[src/cfia_pkg.sv]
// package for the can fd interrupt aggregation block
package cfia_pkg;

	// ------------------------------------------------------------
	// register byte offsets
	// ------------------------------------------------------------
	localparam logic [5:0] CFIA_OFS_ENABLE       = 6'h00;
	localparam logic [5:0] CFIA_OFS_FLAGS        = 6'h04;
	localparam logic [5:0] CFIA_OFS_RX_PEND_HI   = 6'h08;
	localparam logic [5:0] CFIA_OFS_RX_PEND_LO   = 6'h0c;
	localparam logic [5:0] CFIA_OFS_RX_OVF_HI    = 6'h10;
	localparam logic [5:0] CFIA_OFS_RX_OVF_LO    = 6'h14;
	localparam logic [5:0] CFIA_OFS_TX_PEND_HI   = 6'h18;
	localparam logic [5:0] CFIA_OFS_TX_PEND_LO   = 6'h1c;
	localparam logic [5:0] CFIA_OFS_TX_ATT_HI    = 6'h20;
	localparam logic [5:0] CFIA_OFS_TX_ATT_LO    = 6'h24;
	localparam logic [5:0] CFIA_OFS_SEND_REQ_HI  = 6'h28;

	// ------------------------------------------------------------
	// field positions, shared by enable and flag registers
	// ------------------------------------------------------------
	localparam int CFIA_BIT_BAD_MSG  = 15;
	localparam int CFIA_BIT_WAKEUP   = 14;
	localparam int CFIA_BIT_BUS_ERR  = 13;
	localparam int CFIA_BIT_SYS_ERR  = 12;
	localparam int CFIA_BIT_RX_OVF   = 11;
	localparam int CFIA_BIT_TX_ATT   = 10;
	localparam int CFIA_BIT_TEF      = 4;
	localparam int CFIA_BIT_MODE     = 3;
	localparam int CFIA_BIT_TBWRAP   = 2;
	localparam int CFIA_BIT_RX_OBJ   = 1;
	localparam int CFIA_BIT_TX_OBJ   = 0;

	// implemented bits of enable and flag registers
	localparam logic [15:0] CFIA_IMPL_MASK  = 16'hfc1f;
	// flags that hardware sets and software clears
	localparam logic [15:0] CFIA_STICKY_MASK = 16'hf00c;
	localparam logic [15:0] CFIA_RESET_VAL  = 16'h0000;
	localparam logic [7:0]  CFIA_RX_FIFO_MASK = 8'hfe;
	localparam int          CFIA_FIFO_COUNT   = 8;

	localparam logic [1:0] CFIA_RESP_OKAY   = 2'b00;
	localparam logic [1:0] CFIA_RESP_SLVERR = 2'b10;

	// per-fifo flag inputs from the fifo status logic
	typedef struct packed {
		logic [7:0] rx_fifo;
		logic [7:0] rx_ovf;
		logic [7:0] tx_fifo;
		logic [7:0] tx_att;
	} cfia_fifo_flags_t;

	// module-level hardware events: one-cycle pulses, except tx_event_fifo, a level that its flag follows
	typedef struct packed {
		logic bad_message;
		logic wakeup;
		logic bus_error;
		logic system_error;
		logic mode_change;
		logic tx_event_fifo;
	} cfia_events_t;

endpackage

[src/cfia_top.sv]
// can fd interrupt enables, event flags and per-fifo pending summaries
// Behaviour
// - Enable bits 15..10 cover bad message, wakeup, bus error, system error, rx overflow, tx attempt; 9..5 read 0.
// - Enable bits 4..0 cover tx event fifo, mode change, timebase wrap, rx object and tx object.
// - Bad message, wakeup, bus error, system error, mode change and wrap flags are set by hardware, cleared by software.
// - Rx overflow, tx attempt, tx event fifo, rx object and tx object flags are read-only status; all but tx event fifo reset 0, which follows its input.
// - The timebase wrap flag sets when the free-running timebase wraps and stays until cleared.
// - Each rx pending bit 7..1 is the OR of that fifo's enabled flags, bit 0 reads 0.
// - Each rx overflow pending bit 7..1 follows that fifo's overflow flag, bit 0 reads 0.
// - Each tx pending bit 7..0 is the OR of that fifo's enabled tx flags, bit 0 being the transmit queue.
// - Each tx attempt pending bit 7..0 follows that fifo's attempt flag, bit 0 being the transmit queue.
// - The upper halves of send request and the four pending vectors read 0.
`timescale 1ns/10ps
`default_nettype none

module cfia_top
	import cfia_pkg::*;
#(
	parameter int TIMEBASE_WIDTH = 32
) (
	input  wire logic                aclk,
	input  wire logic                aresetn,
	input  wire logic [5:0]          s_axi_awaddr,
	input  wire logic                s_axi_awvalid,
	output logic                     s_axi_awready,
	input  wire logic [31:0]         s_axi_wdata,
	input  wire logic [3:0]          s_axi_wstrb,
	input  wire logic                s_axi_wvalid,
	output logic                     s_axi_wready,
	output logic [1:0]               s_axi_bresp,
	output logic                     s_axi_bvalid,
	input  wire logic                s_axi_bready,
	input  wire logic [5:0]          s_axi_araddr,
	input  wire logic                s_axi_arvalid,
	output logic                     s_axi_arready,
	output logic [31:0]              s_axi_rdata,
	output logic [1:0]               s_axi_rresp,
	output logic                     s_axi_rvalid,
	input  wire logic                s_axi_rready,
	input  wire cfia_fifo_flags_t    fifo_flags,
	input  wire cfia_events_t        events,
	input  wire logic                timebase_enable,
	output logic                     irq
);

	// ------------------------------------------------------------
	// free-running timebase, wrap detection
	// ------------------------------------------------------------
	logic [TIMEBASE_WIDTH-1:0] free_running_timebase;
	wire                       timebase_wrap = timebase_enable && (&free_running_timebase);
	// held at zero while stopped, so a restart always waits a full span before the first wrap
	wire  [TIMEBASE_WIDTH-1:0] next_timebase = free_running_timebase + 1'b1;

	always_ff @(posedge aclk) begin
		if (!aresetn || !timebase_enable) begin
			free_running_timebase <= '0;
		end else begin
			free_running_timebase <= next_timebase;
		end
	end

	// ------------------------------------------------------------
	// per-fifo pending summaries
	// ------------------------------------------------------------
	logic [7:0] rx_fifo_pending;
	logic [7:0] rx_fifo_overflow_pending;
	logic [7:0] tx_fifo_pending;
	logic [7:0] tx_fifo_attempt_pending;

	// one slice per fifo, registered so readback and summary flags agree in the same cycle
	for (genvar f = 0; f < CFIA_FIFO_COUNT; f++) begin : g_fifo
		// rx slot 0 does not exist; tx slot 0 is the transmit queue
		wire rx_live  = fifo_flags.rx_fifo[f] && CFIA_RX_FIFO_MASK[f];
		wire ovf_live = fifo_flags.rx_ovf[f] && CFIA_RX_FIFO_MASK[f];

		always_ff @(posedge aclk) begin
			if (!aresetn) begin
				rx_fifo_pending[f]          <= 1'b0;
				rx_fifo_overflow_pending[f] <= 1'b0;
			end else begin
				rx_fifo_pending[f]          <= rx_live;
				rx_fifo_overflow_pending[f] <= ovf_live;
			end
		end

		// flags arrive already gated by the per-fifo enables
		always_ff @(posedge aclk) begin
			if (!aresetn) begin
				tx_fifo_pending[f]         <= 1'b0;
				tx_fifo_attempt_pending[f] <= 1'b0;
			end else begin
				tx_fifo_pending[f]         <= fifo_flags.tx_fifo[f];
				tx_fifo_attempt_pending[f] <= fifo_flags.tx_att[f];
			end
		end
	end

	// ------------------------------------------------------------
	// enable register and event flags
	// ------------------------------------------------------------
	logic [15:0] interrupt_enable_mask;
	logic [15:0] sticky_flags;
	logic [15:0] hw_set;
	logic [15:0] sw_clear;
	logic [15:0] status_flags;
	logic [15:0] interrupt_event_flags;

	// ------------------------------------------------------------
	// event sources
	// ------------------------------------------------------------
	// pulses from the protocol side; the wrap comes from the local timebase
	always_comb begin
		hw_set = 16'h0000;
		hw_set[CFIA_BIT_BAD_MSG] = events.bad_message;
		hw_set[CFIA_BIT_WAKEUP]  = events.wakeup;
		hw_set[CFIA_BIT_BUS_ERR] = events.bus_error;
		hw_set[CFIA_BIT_SYS_ERR] = events.system_error;
		hw_set[CFIA_BIT_MODE]    = events.mode_change;
		hw_set[CFIA_BIT_TBWRAP]  = timebase_wrap;
	end

	// ------------------------------------------------------------
	// read-only summaries
	// ------------------------------------------------------------
	// cleared only below in the fifos themselves
	always_comb begin
		status_flags = 16'h0000;
		status_flags[CFIA_BIT_RX_OVF] = |rx_fifo_overflow_pending;
		status_flags[CFIA_BIT_TX_ATT] = |tx_fifo_attempt_pending;
		status_flags[CFIA_BIT_TEF]    = events.tx_event_fifo;
		status_flags[CFIA_BIT_RX_OBJ] = |rx_fifo_pending;
		status_flags[CFIA_BIT_TX_OBJ] = |tx_fifo_pending;
	end

	// ------------------------------------------------------------
	// flag register view
	// ------------------------------------------------------------
	assign interrupt_event_flags = (sticky_flags & CFIA_STICKY_MASK) | status_flags;

	// ------------------------------------------------------------
	// axi4-lite write channel
	// ------------------------------------------------------------
	logic        aw_held;
	logic        w_held;
	logic [5:0]  aw_addr;
	logic [31:0] w_data;
	logic [3:0]  w_strb;

	// ------------------------------------------------------------
	// write decode
	// ------------------------------------------------------------
	wire  [15:0] lane_mask;
	wire         aw_take   = s_axi_awvalid && s_axi_awready;
	wire         w_take    = s_axi_wvalid && s_axi_wready;
	wire         wr_fire   = aw_held && w_held && !s_axi_bvalid;
	wire  [15:0] wr_lo     = lane_mask & w_data[15:0];
	wire         wr_enable = wr_fire && (aw_addr == CFIA_OFS_ENABLE);
	wire         wr_flags  = wr_fire && (aw_addr == CFIA_OFS_FLAGS);
	// an unknown address is answered with an error but changes nothing
	wire         wr_known  = (aw_addr[1:0] == 2'b00) && (aw_addr <= CFIA_OFS_SEND_REQ_HI);

	// only the two low byte lanes carry register bits
	for (genvar l = 0; l < 2; l++) begin : g_lane
		assign lane_mask[8*l +: 8] = {8{w_strb[l]}};
	end

	// ------------------------------------------------------------
	// flag clear
	// ------------------------------------------------------------
	// writing 1 to a sticky flag clears it, a 0 leaves it alone; a set in the same cycle wins
	assign sw_clear = wr_flags ? (lane_mask & w_data[15:0] & CFIA_STICKY_MASK) : 16'h0000;

	// ------------------------------------------------------------
	// write address and data capture
	// ------------------------------------------------------------
	// each half is kept until both are present, so the master may offer them in any order
	always_ff @(posedge aclk) begin
		if (!aresetn) begin
			aw_held <= 1'b0;
			aw_addr <= 6'h00;
		end else if (aw_take) begin
			aw_held <= 1'b1;
			aw_addr <= s_axi_awaddr;
		end else if (wr_fire) begin
			aw_held <= 1'b0;
		end
	end

	always_ff @(posedge aclk) begin
		if (!aresetn) begin
			w_held <= 1'b0;
			w_data <= 32'h0000_0000;
			w_strb <= 4'h0;
		end else if (w_take) begin
			w_held <= 1'b1;
			w_data <= s_axi_wdata;
			w_strb <= s_axi_wstrb;
		end else if (wr_fire) begin
			w_held <= 1'b0;
		end
	end

	// ------------------------------------------------------------
	// write handshake readies and response
	// ------------------------------------------------------------
	// a ready stays low from its handshake until the response is accepted, so a held valid is never taken twice
	wire         next_awready = !aw_held && !aw_take && !s_axi_bvalid;
	wire         next_wready  = !w_held && !w_take && !s_axi_bvalid;
	wire         next_bvalid  = wr_fire || (s_axi_bvalid && !s_axi_bready);

	always_ff @(posedge aclk) begin
		if (!aresetn) begin
			s_axi_awready <= 1'b0;
			s_axi_wready  <= 1'b0;
			s_axi_bvalid  <= 1'b0;
		end else begin
			s_axi_awready <= next_awready;
			s_axi_wready  <= next_wready;
			s_axi_bvalid  <= next_bvalid;
		end
	end

	always_ff @(posedge aclk) begin
		if (!aresetn) begin
			s_axi_bresp <= CFIA_RESP_OKAY;
		end else if (wr_fire) begin
			s_axi_bresp <= wr_known ? CFIA_RESP_OKAY : CFIA_RESP_SLVERR;
		end
	end

	// ------------------------------------------------------------
	// enable register
	// ------------------------------------------------------------
	wire  [15:0] next_enable = ((interrupt_enable_mask & ~lane_mask) | wr_lo) & CFIA_IMPL_MASK;

	always_ff @(posedge aclk) begin
		if (!aresetn) begin
			interrupt_enable_mask <= CFIA_RESET_VAL;
		end else if (wr_enable) begin
			interrupt_enable_mask <= next_enable;
		end
	end

	// ------------------------------------------------------------
	// sticky event flags
	// ------------------------------------------------------------
	// a hardware set lands even when software clears in the same cycle
	wire  [15:0] next_sticky = ((sticky_flags & ~sw_clear) | hw_set) & CFIA_STICKY_MASK;

	always_ff @(posedge aclk) begin
		if (!aresetn) begin
			sticky_flags <= CFIA_RESET_VAL;
		end else begin
			sticky_flags <= next_sticky;
		end
	end

	// ------------------------------------------------------------
	// axi4-lite read decode
	// ------------------------------------------------------------
	// summaries and upper halves have no write path at all
	wire         rd_sel_enable  = (s_axi_araddr == CFIA_OFS_ENABLE);
	wire         rd_sel_flags   = (s_axi_araddr == CFIA_OFS_FLAGS);
	wire         rd_sel_rx_lo   = (s_axi_araddr == CFIA_OFS_RX_PEND_LO);
	wire         rd_sel_ovf_lo  = (s_axi_araddr == CFIA_OFS_RX_OVF_LO);
	wire         rd_sel_tx_lo   = (s_axi_araddr == CFIA_OFS_TX_PEND_LO);
	wire         rd_sel_att_lo  = (s_axi_araddr == CFIA_OFS_TX_ATT_LO);
	wire         rd_sel_rx_hi   = (s_axi_araddr == CFIA_OFS_RX_PEND_HI);
	wire         rd_sel_ovf_hi  = (s_axi_araddr == CFIA_OFS_RX_OVF_HI);
	wire         rd_sel_tx_hi   = (s_axi_araddr == CFIA_OFS_TX_PEND_HI);
	wire         rd_sel_att_hi  = (s_axi_araddr == CFIA_OFS_TX_ATT_HI);
	wire         rd_sel_send_hi = (s_axi_araddr == CFIA_OFS_SEND_REQ_HI);
	// upper halves decode but contribute nothing to the data
	wire         rd_sel_zero    = rd_sel_rx_hi || rd_sel_ovf_hi || rd_sel_tx_hi
	                            || rd_sel_att_hi || rd_sel_send_hi;
	wire         rd_sel_low     = rd_sel_rx_lo || rd_sel_ovf_lo || rd_sel_tx_lo || rd_sel_att_lo;
	wire         rd_ok          = rd_sel_enable || rd_sel_flags || rd_sel_low || rd_sel_zero;
	wire  [15:0] rd_word        = ({16{rd_sel_enable}} & interrupt_enable_mask)
	                            | ({16{rd_sel_flags}}  & interrupt_event_flags)
	                            | ({16{rd_sel_rx_lo}}  & {8'h00, rx_fifo_pending})
	                            | ({16{rd_sel_ovf_lo}} & {8'h00, rx_fifo_overflow_pending})
	                            | ({16{rd_sel_tx_lo}}  & {8'h00, tx_fifo_pending})
	                            | ({16{rd_sel_att_lo}} & {8'h00, tx_fifo_attempt_pending});

	// ------------------------------------------------------------
	// read handshake
	// ------------------------------------------------------------
	wire         ar_take      = s_axi_arvalid && s_axi_arready;
	wire         next_arready = !s_axi_rvalid && !ar_take;
	wire         next_rvalid  = ar_take || (s_axi_rvalid && !s_axi_rready);

	always_ff @(posedge aclk) begin
		if (!aresetn) begin
			s_axi_arready <= 1'b0;
			s_axi_rvalid  <= 1'b0;
		end else begin
			s_axi_arready <= next_arready;
			s_axi_rvalid  <= next_rvalid;
		end
	end

	// ------------------------------------------------------------
	// read data capture
	// ------------------------------------------------------------
	// data is captured at the address handshake and held until the master takes it
	always_ff @(posedge aclk) begin
		if (!aresetn) begin
			s_axi_rdata <= 32'h0000_0000;
			s_axi_rresp <= CFIA_RESP_OKAY;
		end else if (ar_take) begin
			s_axi_rdata <= {16'h0000, rd_word};
			s_axi_rresp <= rd_ok ? CFIA_RESP_OKAY : CFIA_RESP_SLVERR;
		end
	end

	// ------------------------------------------------------------
	// interrupt output
	// ------------------------------------------------------------
	// registered so the pin never glitches while flags and enables change together
	wire  [15:0] irq_sources = interrupt_event_flags & interrupt_enable_mask;
	wire         next_irq    = |irq_sources;

	always_ff @(posedge aclk) begin
		if (!aresetn) begin
			irq <= 1'b0;
		end else begin
			irq <= next_irq;
		end
	end

endmodule

`default_nettype wire

[config.mk]
export PLATFORM = sky130hd
export DESIGN_NAME = cfia_top
export DESIGN_NICKNAME = d
export VERILOG_FILES = /design/src/cfia_pkg.sv /design/src/cfia_top.sv
export SDC_FILE = /design/constraint.sdc
export NUM_CORES = 1
export LEC_CHECK = 0
export BUFFER_PORTS_ARGS = -buffer_cell sky130_fd_sc_hd__clkbuf_2
export CAP_MARGIN = 40
export CORE_MARGIN = 1
export CORE_UTILIZATION = 30
export DETAILED_ROUTE_END_ITERATION = 8
export PLACE_DENSITY = 0.61
export SYNTH_ARGS = -nofsm -noshare
export SYNTH_HDL_FRONTEND = slang
export SYNTH_SLANG_ARGS = --single-unit
[constraint.sdc]
create_clock -name aclk -period 4.1 [get_ports aclk]
set_input_delay 0.82 -clock aclk [delete_from_list [all_inputs] [get_ports aclk]]
set_output_delay 0.82 -clock aclk [all_outputs]
set_load 0.005 [all_outputs]
# After elaboration in Yosys (flattened, before gate mapping)
# Cells that the tools add are included.
[totals]
output_inout_bits = 42
in_bits = 94
register_bits = 141
[op_classes]
n_lt_le_gt_ge = 1
reduce_logical = 51
addsub = 1
bitwise = 20
eq_ne = 11
muxes = 6
[ops]
columns = ["cell", "count"]
rows = [
  ["$or 16x16->16", 7],
  ["$and 16x16->16", 6],
  ["$and 16x8->16", 4],
  ["$add 32x1->32 const B", 1],
  ["$not 16->16", 2],
  ["$reduce_and 32->1", 1],
  ["$eq 6x5->1 const B", 4],
  ["$eq 6x6->1 const B", 3],
  ["$logic_and 1x1->1", 16],
  ["$mux 16", 1],
  ["$or 16x12->16", 1],
  ["$reduce_or 16->1", 1],
  ["$reduce_or 8->1", 2],
  ["$reduce_or 7->1", 2],
  ["$logic_or 1x1->1", 13],
  ["$eq 6x3->1 const B", 2],
  ["$eq 6x4->1 const B", 2],
  ["$logic_not 6->1", 2],
  ["$logic_not 1->1", 11],
  ["$le 6x6->1 const B", 1],
  ["$mux 2", 2],
  ["$reduce_bool 2->1", 2],
  ["$mux 1", 3],
  ["$logic_not 2->1", 1],
]

# Logic depth before layout (Yosys ltp)
[depth]
ltp_word = 8
depth_mapped = 7
ltp_nobuf = 5

# Worst setup path after synthesis
# Ideal clock, no wire load.
[synth_timing]
path_kind = "input-to-reg"
from = "in s_axi_araddr[4]"
to = "reg s_axi_rdata[2]"
setup_time_ns = 0.070
t_arrival_ns = 2.160
cell_stages = 6
path_slack_ns = 1.871
required_time_ns = 4.030
path_cell_list = "clkbuf_1 or4_1 nor3_1 clkbuf_1 a221oi_1 a21oi_1"
[synth_between]
elab_chain_cells = 7
word_cells_on_any_way = 17
classes_between = "eq/ne (5); bitwise (11); reduce/logical (1)"
[synth_rtl]
columns = ["item", "line_no", "source"]
rows = [
  ["start, declared", "cfia_top.sv:33", "input wire logic [5:0] s_axi_araddr,"],
  ["$eq 6x3->1 or $logic_not 6->1 (tied branches)", "cfia_top.sv:263, cfia_top.sv:262", ""],
  ["$and 16x16->16 (on tied branches)", "cfia_top.sv:279, cfia_top.sv:278", ""],
  ["$or 16x16->16", "cfia_top.sv:279", "| ({16{rd_sel_flags}} & interrupt_event_flags)"],
  ["$or 16x16->16", "cfia_top.sv:280", "| ({16{rd_sel_rx_lo}} & {8'h00, rx_fifo_pending})"],
  ["$or 16x16->16", "cfia_top.sv:281", "| ({16{rd_sel_ovf_lo}} & {8'h00, rx_fifo_overflow_pending})"],
  ["$or 16x16->16", "cfia_top.sv:282", "| ({16{rd_sel_tx_lo}} & {8'h00, tx_fifo_pending})"],
  ["$or 16x16->16 (*)", "cfia_top.sv:283", "| ({16{rd_sel_att_lo}} & {8'h00, tx_fifo_attempt_pending});"],
  ["end signal, assigned", "cfia_top.sv:311", "s_axi_rdata <= {16'h0000, rd_word};"],
  ["end, declared", "cfia_top.sv:36", "output logic [31:0] s_axi_rdata,"],
]
# Every way passes the cells marked *; elsewhere a longest branch is shown, timed or not.
# A chain may end at the register's enable or synchronous reset.

# Worst setup path in the final report
[layout_timing]
from = "reg free_running_timebase[0]"
to = "reg free_running_timebase[18]"
[layout_between]
elab_chain_cells = 1
[layout_rtl]
columns = ["item", "line_no", "source"]
rows = [
  ["start, declared", "cfia_top.sv:49", "logic [TIMEBASE_WIDTH-1:0] free_running_timebase;"],
  ["start signal, assigned", "cfia_top.sv:58", "free_running_timebase <= next_timebase;"],
  ["$add 32x1->32", "cfia_top.sv:52", "wire [TIMEBASE_WIDTH-1:0] next_timebase = free_running_timebase + 1'b1;"],
]
# No other way between the ends.

==> results_dict.tcl <==
set metrics [dict create \
    firstDrtPassIters 5 \
    synth_flop_cell "dfxtp_1" \
    wl_mm 11.74 \
    via_count_of_the_first_global_routing_pass 3908 \
    route.met3.wl_um 593 \
    initial_utilization 0.3080 \
    timing.slew.headroom 0.4506 \
    setup.worst_path.start_class "flip-flop" \
    cts_repair_resize_count 0 \
    cts_root_buffer "clkbuf_16" \
    grt_setup_unrepaired "false" \
    tns_ps 0 \
    tritoncts_clock_tree "built" \
    cts_made_buffers 17 \
    num_vias 4227 \
    detailedPlacementHpwl_mm 8.349 \
    worst_slew_pin_slew_ps 817.9 \
    maxCapViolations 0 \
    synth_enable_flop_cells 0 \
    io-pin-count 136 \
    detailedRoute.firstIterationViolations 236 \
    routedWlPerCell_um 13.37 \
    final_min_period_over_clock_period 0.5305 \
    grt_overflow_total 0 \
    crit_path_end_kind "flip-flop" \
    post_cts.repair.setup_buffers 0 \
    final-max-slew-violation-count 0 \
    synth_area_um2 5126 \
    critical_path_required_ps 4440 \
    antenna_found_initial 0 \
    cts.sinks 122 \
    worst_hold_path_type "flip-flop to flip-flop" \
    insertion_delay_ps 420 \
    netlist.area_leader.share 0.4764 \
    m1_wl_mm 5.435 \
    clockBufferDepth 2 \
    criticalPathCategory "flip-flop to flip-flop" \
    clk_transition_reported_paths_ps 60 \
    run_status "complete, no violations" \
    synth_top_cell_by_area "dfxtp_1" \
    postSynthAreaPerCell_um2 9.154 \
    finalCriticalPeriod_ps 2175 \
    layout.nets 740 \
    vias_per_cell 4.814 \
    yosysSeqAreaShare 0.4764 \
    postSynthRegisterBits 122 \
    core_um2 16640 \
    grt_first_pass_wirelength_mm 19.42 \
    dr_wl_met2_mm 5.504 \
    htree_levels 4 \
    worst_ir_drop_vdd_uv 232.6 \
    antenna_cells 0 \
    yosys-top-cells-count "122 x dfxtp_1, 53 x nand2_1, 35 x a21oi_1, 34 x and2_1, 27 x o21ai_0" \
    powerDensity_nw_per_um2 476.6 \
    final_ant_viol_nets 0 \
    layout.filler_cells 1709 \
    asyncSetResetFlopFracSynth 0 \
    dieArea_um2 17610 \
    critical_path_peak_fanout 18 \
    skew_ps 8.825 \
    die_boundary_height_um 132.7 \
    cts_hold_buf 0 \
    setup-violations-final 0 \
    grt_max_degree 92 \
    place.gp.congestion 0.7629 \
    post_route_cells_drive_above_1_share 0.2021 \
    power.static_leakage_nw 2.370 \
    final_report_hold_violation_count 0 \
    dr.max_layer_used "met4" \
    yosys_warnings 0 \
    fmaxAchievable_mhz 459.8 \
    syn_to_final_growth_pct 23.87 \
    finalHoldWorstSlack_ps 452.5 \
    grtUsageTotal 0.1401 \
    count_of_unique_library_cells_instantiated_by_yosys 50 \
    floorplan.rows 47 \
    synth_top_cells_by_area "dfxtp_1 48%, and2_1 4.1%, nand2_1 3.9%" \
    drc_errors 0 \
    instances_no_fill 878 \
    cells_after_synthesis 560 \
    synthMostInstantiatedCell "dfxtp_1" \
    die_width_um 132.7 \
    io_buffers 90 \
    arrival_ps 2520 \
    numPlacedInstances 846 \
]
[layout by cell type, fill, tap and decap left out, types with 14 or more instances in the layout]
cell type	n
clkbuf_2	90
nor2_1	21
mux2i_1	14
o21ai_0	27
nand2_1	53
a21oi_1	35
or4_1	15
dfxtp_1	122
a21boi_0	24
clkbuf_16	17
and2_1	34
inv_1	14
conb_1	20
nand3_1	16
[metrics by stage]
step / setup slack, ps / instance area (um2) / total power [mW] / util
3_5_place_dp: 1664 / 5714 / 1.460 / 0.3434
3_3_place_gp: 1684 / 5687 / 1.456 / 0.3417
2_1_floorplan: 1871 / 5197 / 1.391 / -
4_1_cts: 1898 / 6350 / 3.058 / 0.3816
6_report: 1925 / 6350 / 3.026 / 0.3816
5_1_grt: 1716 / 6350 / 3.145 / 0.3816
[kinds of logic (layout without fill, tap and decap cells)]
logic type / after synthesis / count (layout) / share of synthesized area
buf+inv: 60 / 139 / 0.05931
fa+ha+maj: 1 / 1 / 0.002440
xor+xnor: 10 / 10 / 0.01708
flops: 122 / 122 / 0.4764
compound gates: 136 / 136 / 0.1767
mux: 14 / 14 / 0.02734
other cells: 1 / 20 / 0.0007315
simple gates: 216 / 216 / 0.2399
[flip-flops by register name, summed over array words and instances (netlist names), 2 cells and up, named ones only]
register	count
w_data	11
s_axi_rdata	14
rx_fifo_pending	7
aw_addr	6
free_running_timebase	32
tx_fifo_pending	8
rx_fifo_overflow_pending	7
tx_fifo_attempt_pending	8
sticky_flags	6
w_strb	2
[area by class of cell]
type	instances	area (um2)	area share
Clock inverter	13	192.7	0.03034
Timing Repair Buffer	93	493.0	0.07764
Clock buffer	19	442.9	0.06975
Tap cell	220	275.3	0.04335
Multi-Input combinational cell	397	2451	0.3860
Sequential cell	122	2442	0.3846
Inverter	14	52.55	0.008276
[routing by layer]
metal,global-route usage,vias up
li1,-,2171
met1,0.1778,1918
met2,0.2243,125
met3,0.03755,13
met4,0.05811,0
met5,0,-
[power by group]
part | internal [mW] | total (mW) | switching [mW] | leakage, nW
logic | 0.0787 | 0.167 | 0.0886 | 1.07
registers | 1.23 | 1.27 | 0.0347 | 0.998
clock network | 1.04 | 1.59 | 0.554 | 0.304
[worst max-delay path, stage by stage, from the launching register on]
cell	delay (ps)
dfxtp_1	370
ha_1	280
nand2_1	130
or3_1	610
or4_1	580
a21oi_1	140
[worst paths after layout]
path	from	end	slack, ps	depth (start not counted)
setup / recovery	free_running_timebase[0]$_SDFF_PP0_	free_running_timebase[18]$_SDFF_PP0_	1930	5
hold / removal	s_axi_rvalid$_SDFF_PN0_	s_axi_arready$_SDFF_PN0_	450	1
setup reg to reg	free_running_timebase[0]$_SDFF_PP0_	free_running_timebase[18]$_SDFF_PP0_	1930	5
hold reg to reg	s_axi_rvalid$_SDFF_PN0_	s_axi_arready$_SDFF_PN0_	450	1
Note: power is estimated with default switching activity, not from simulation.
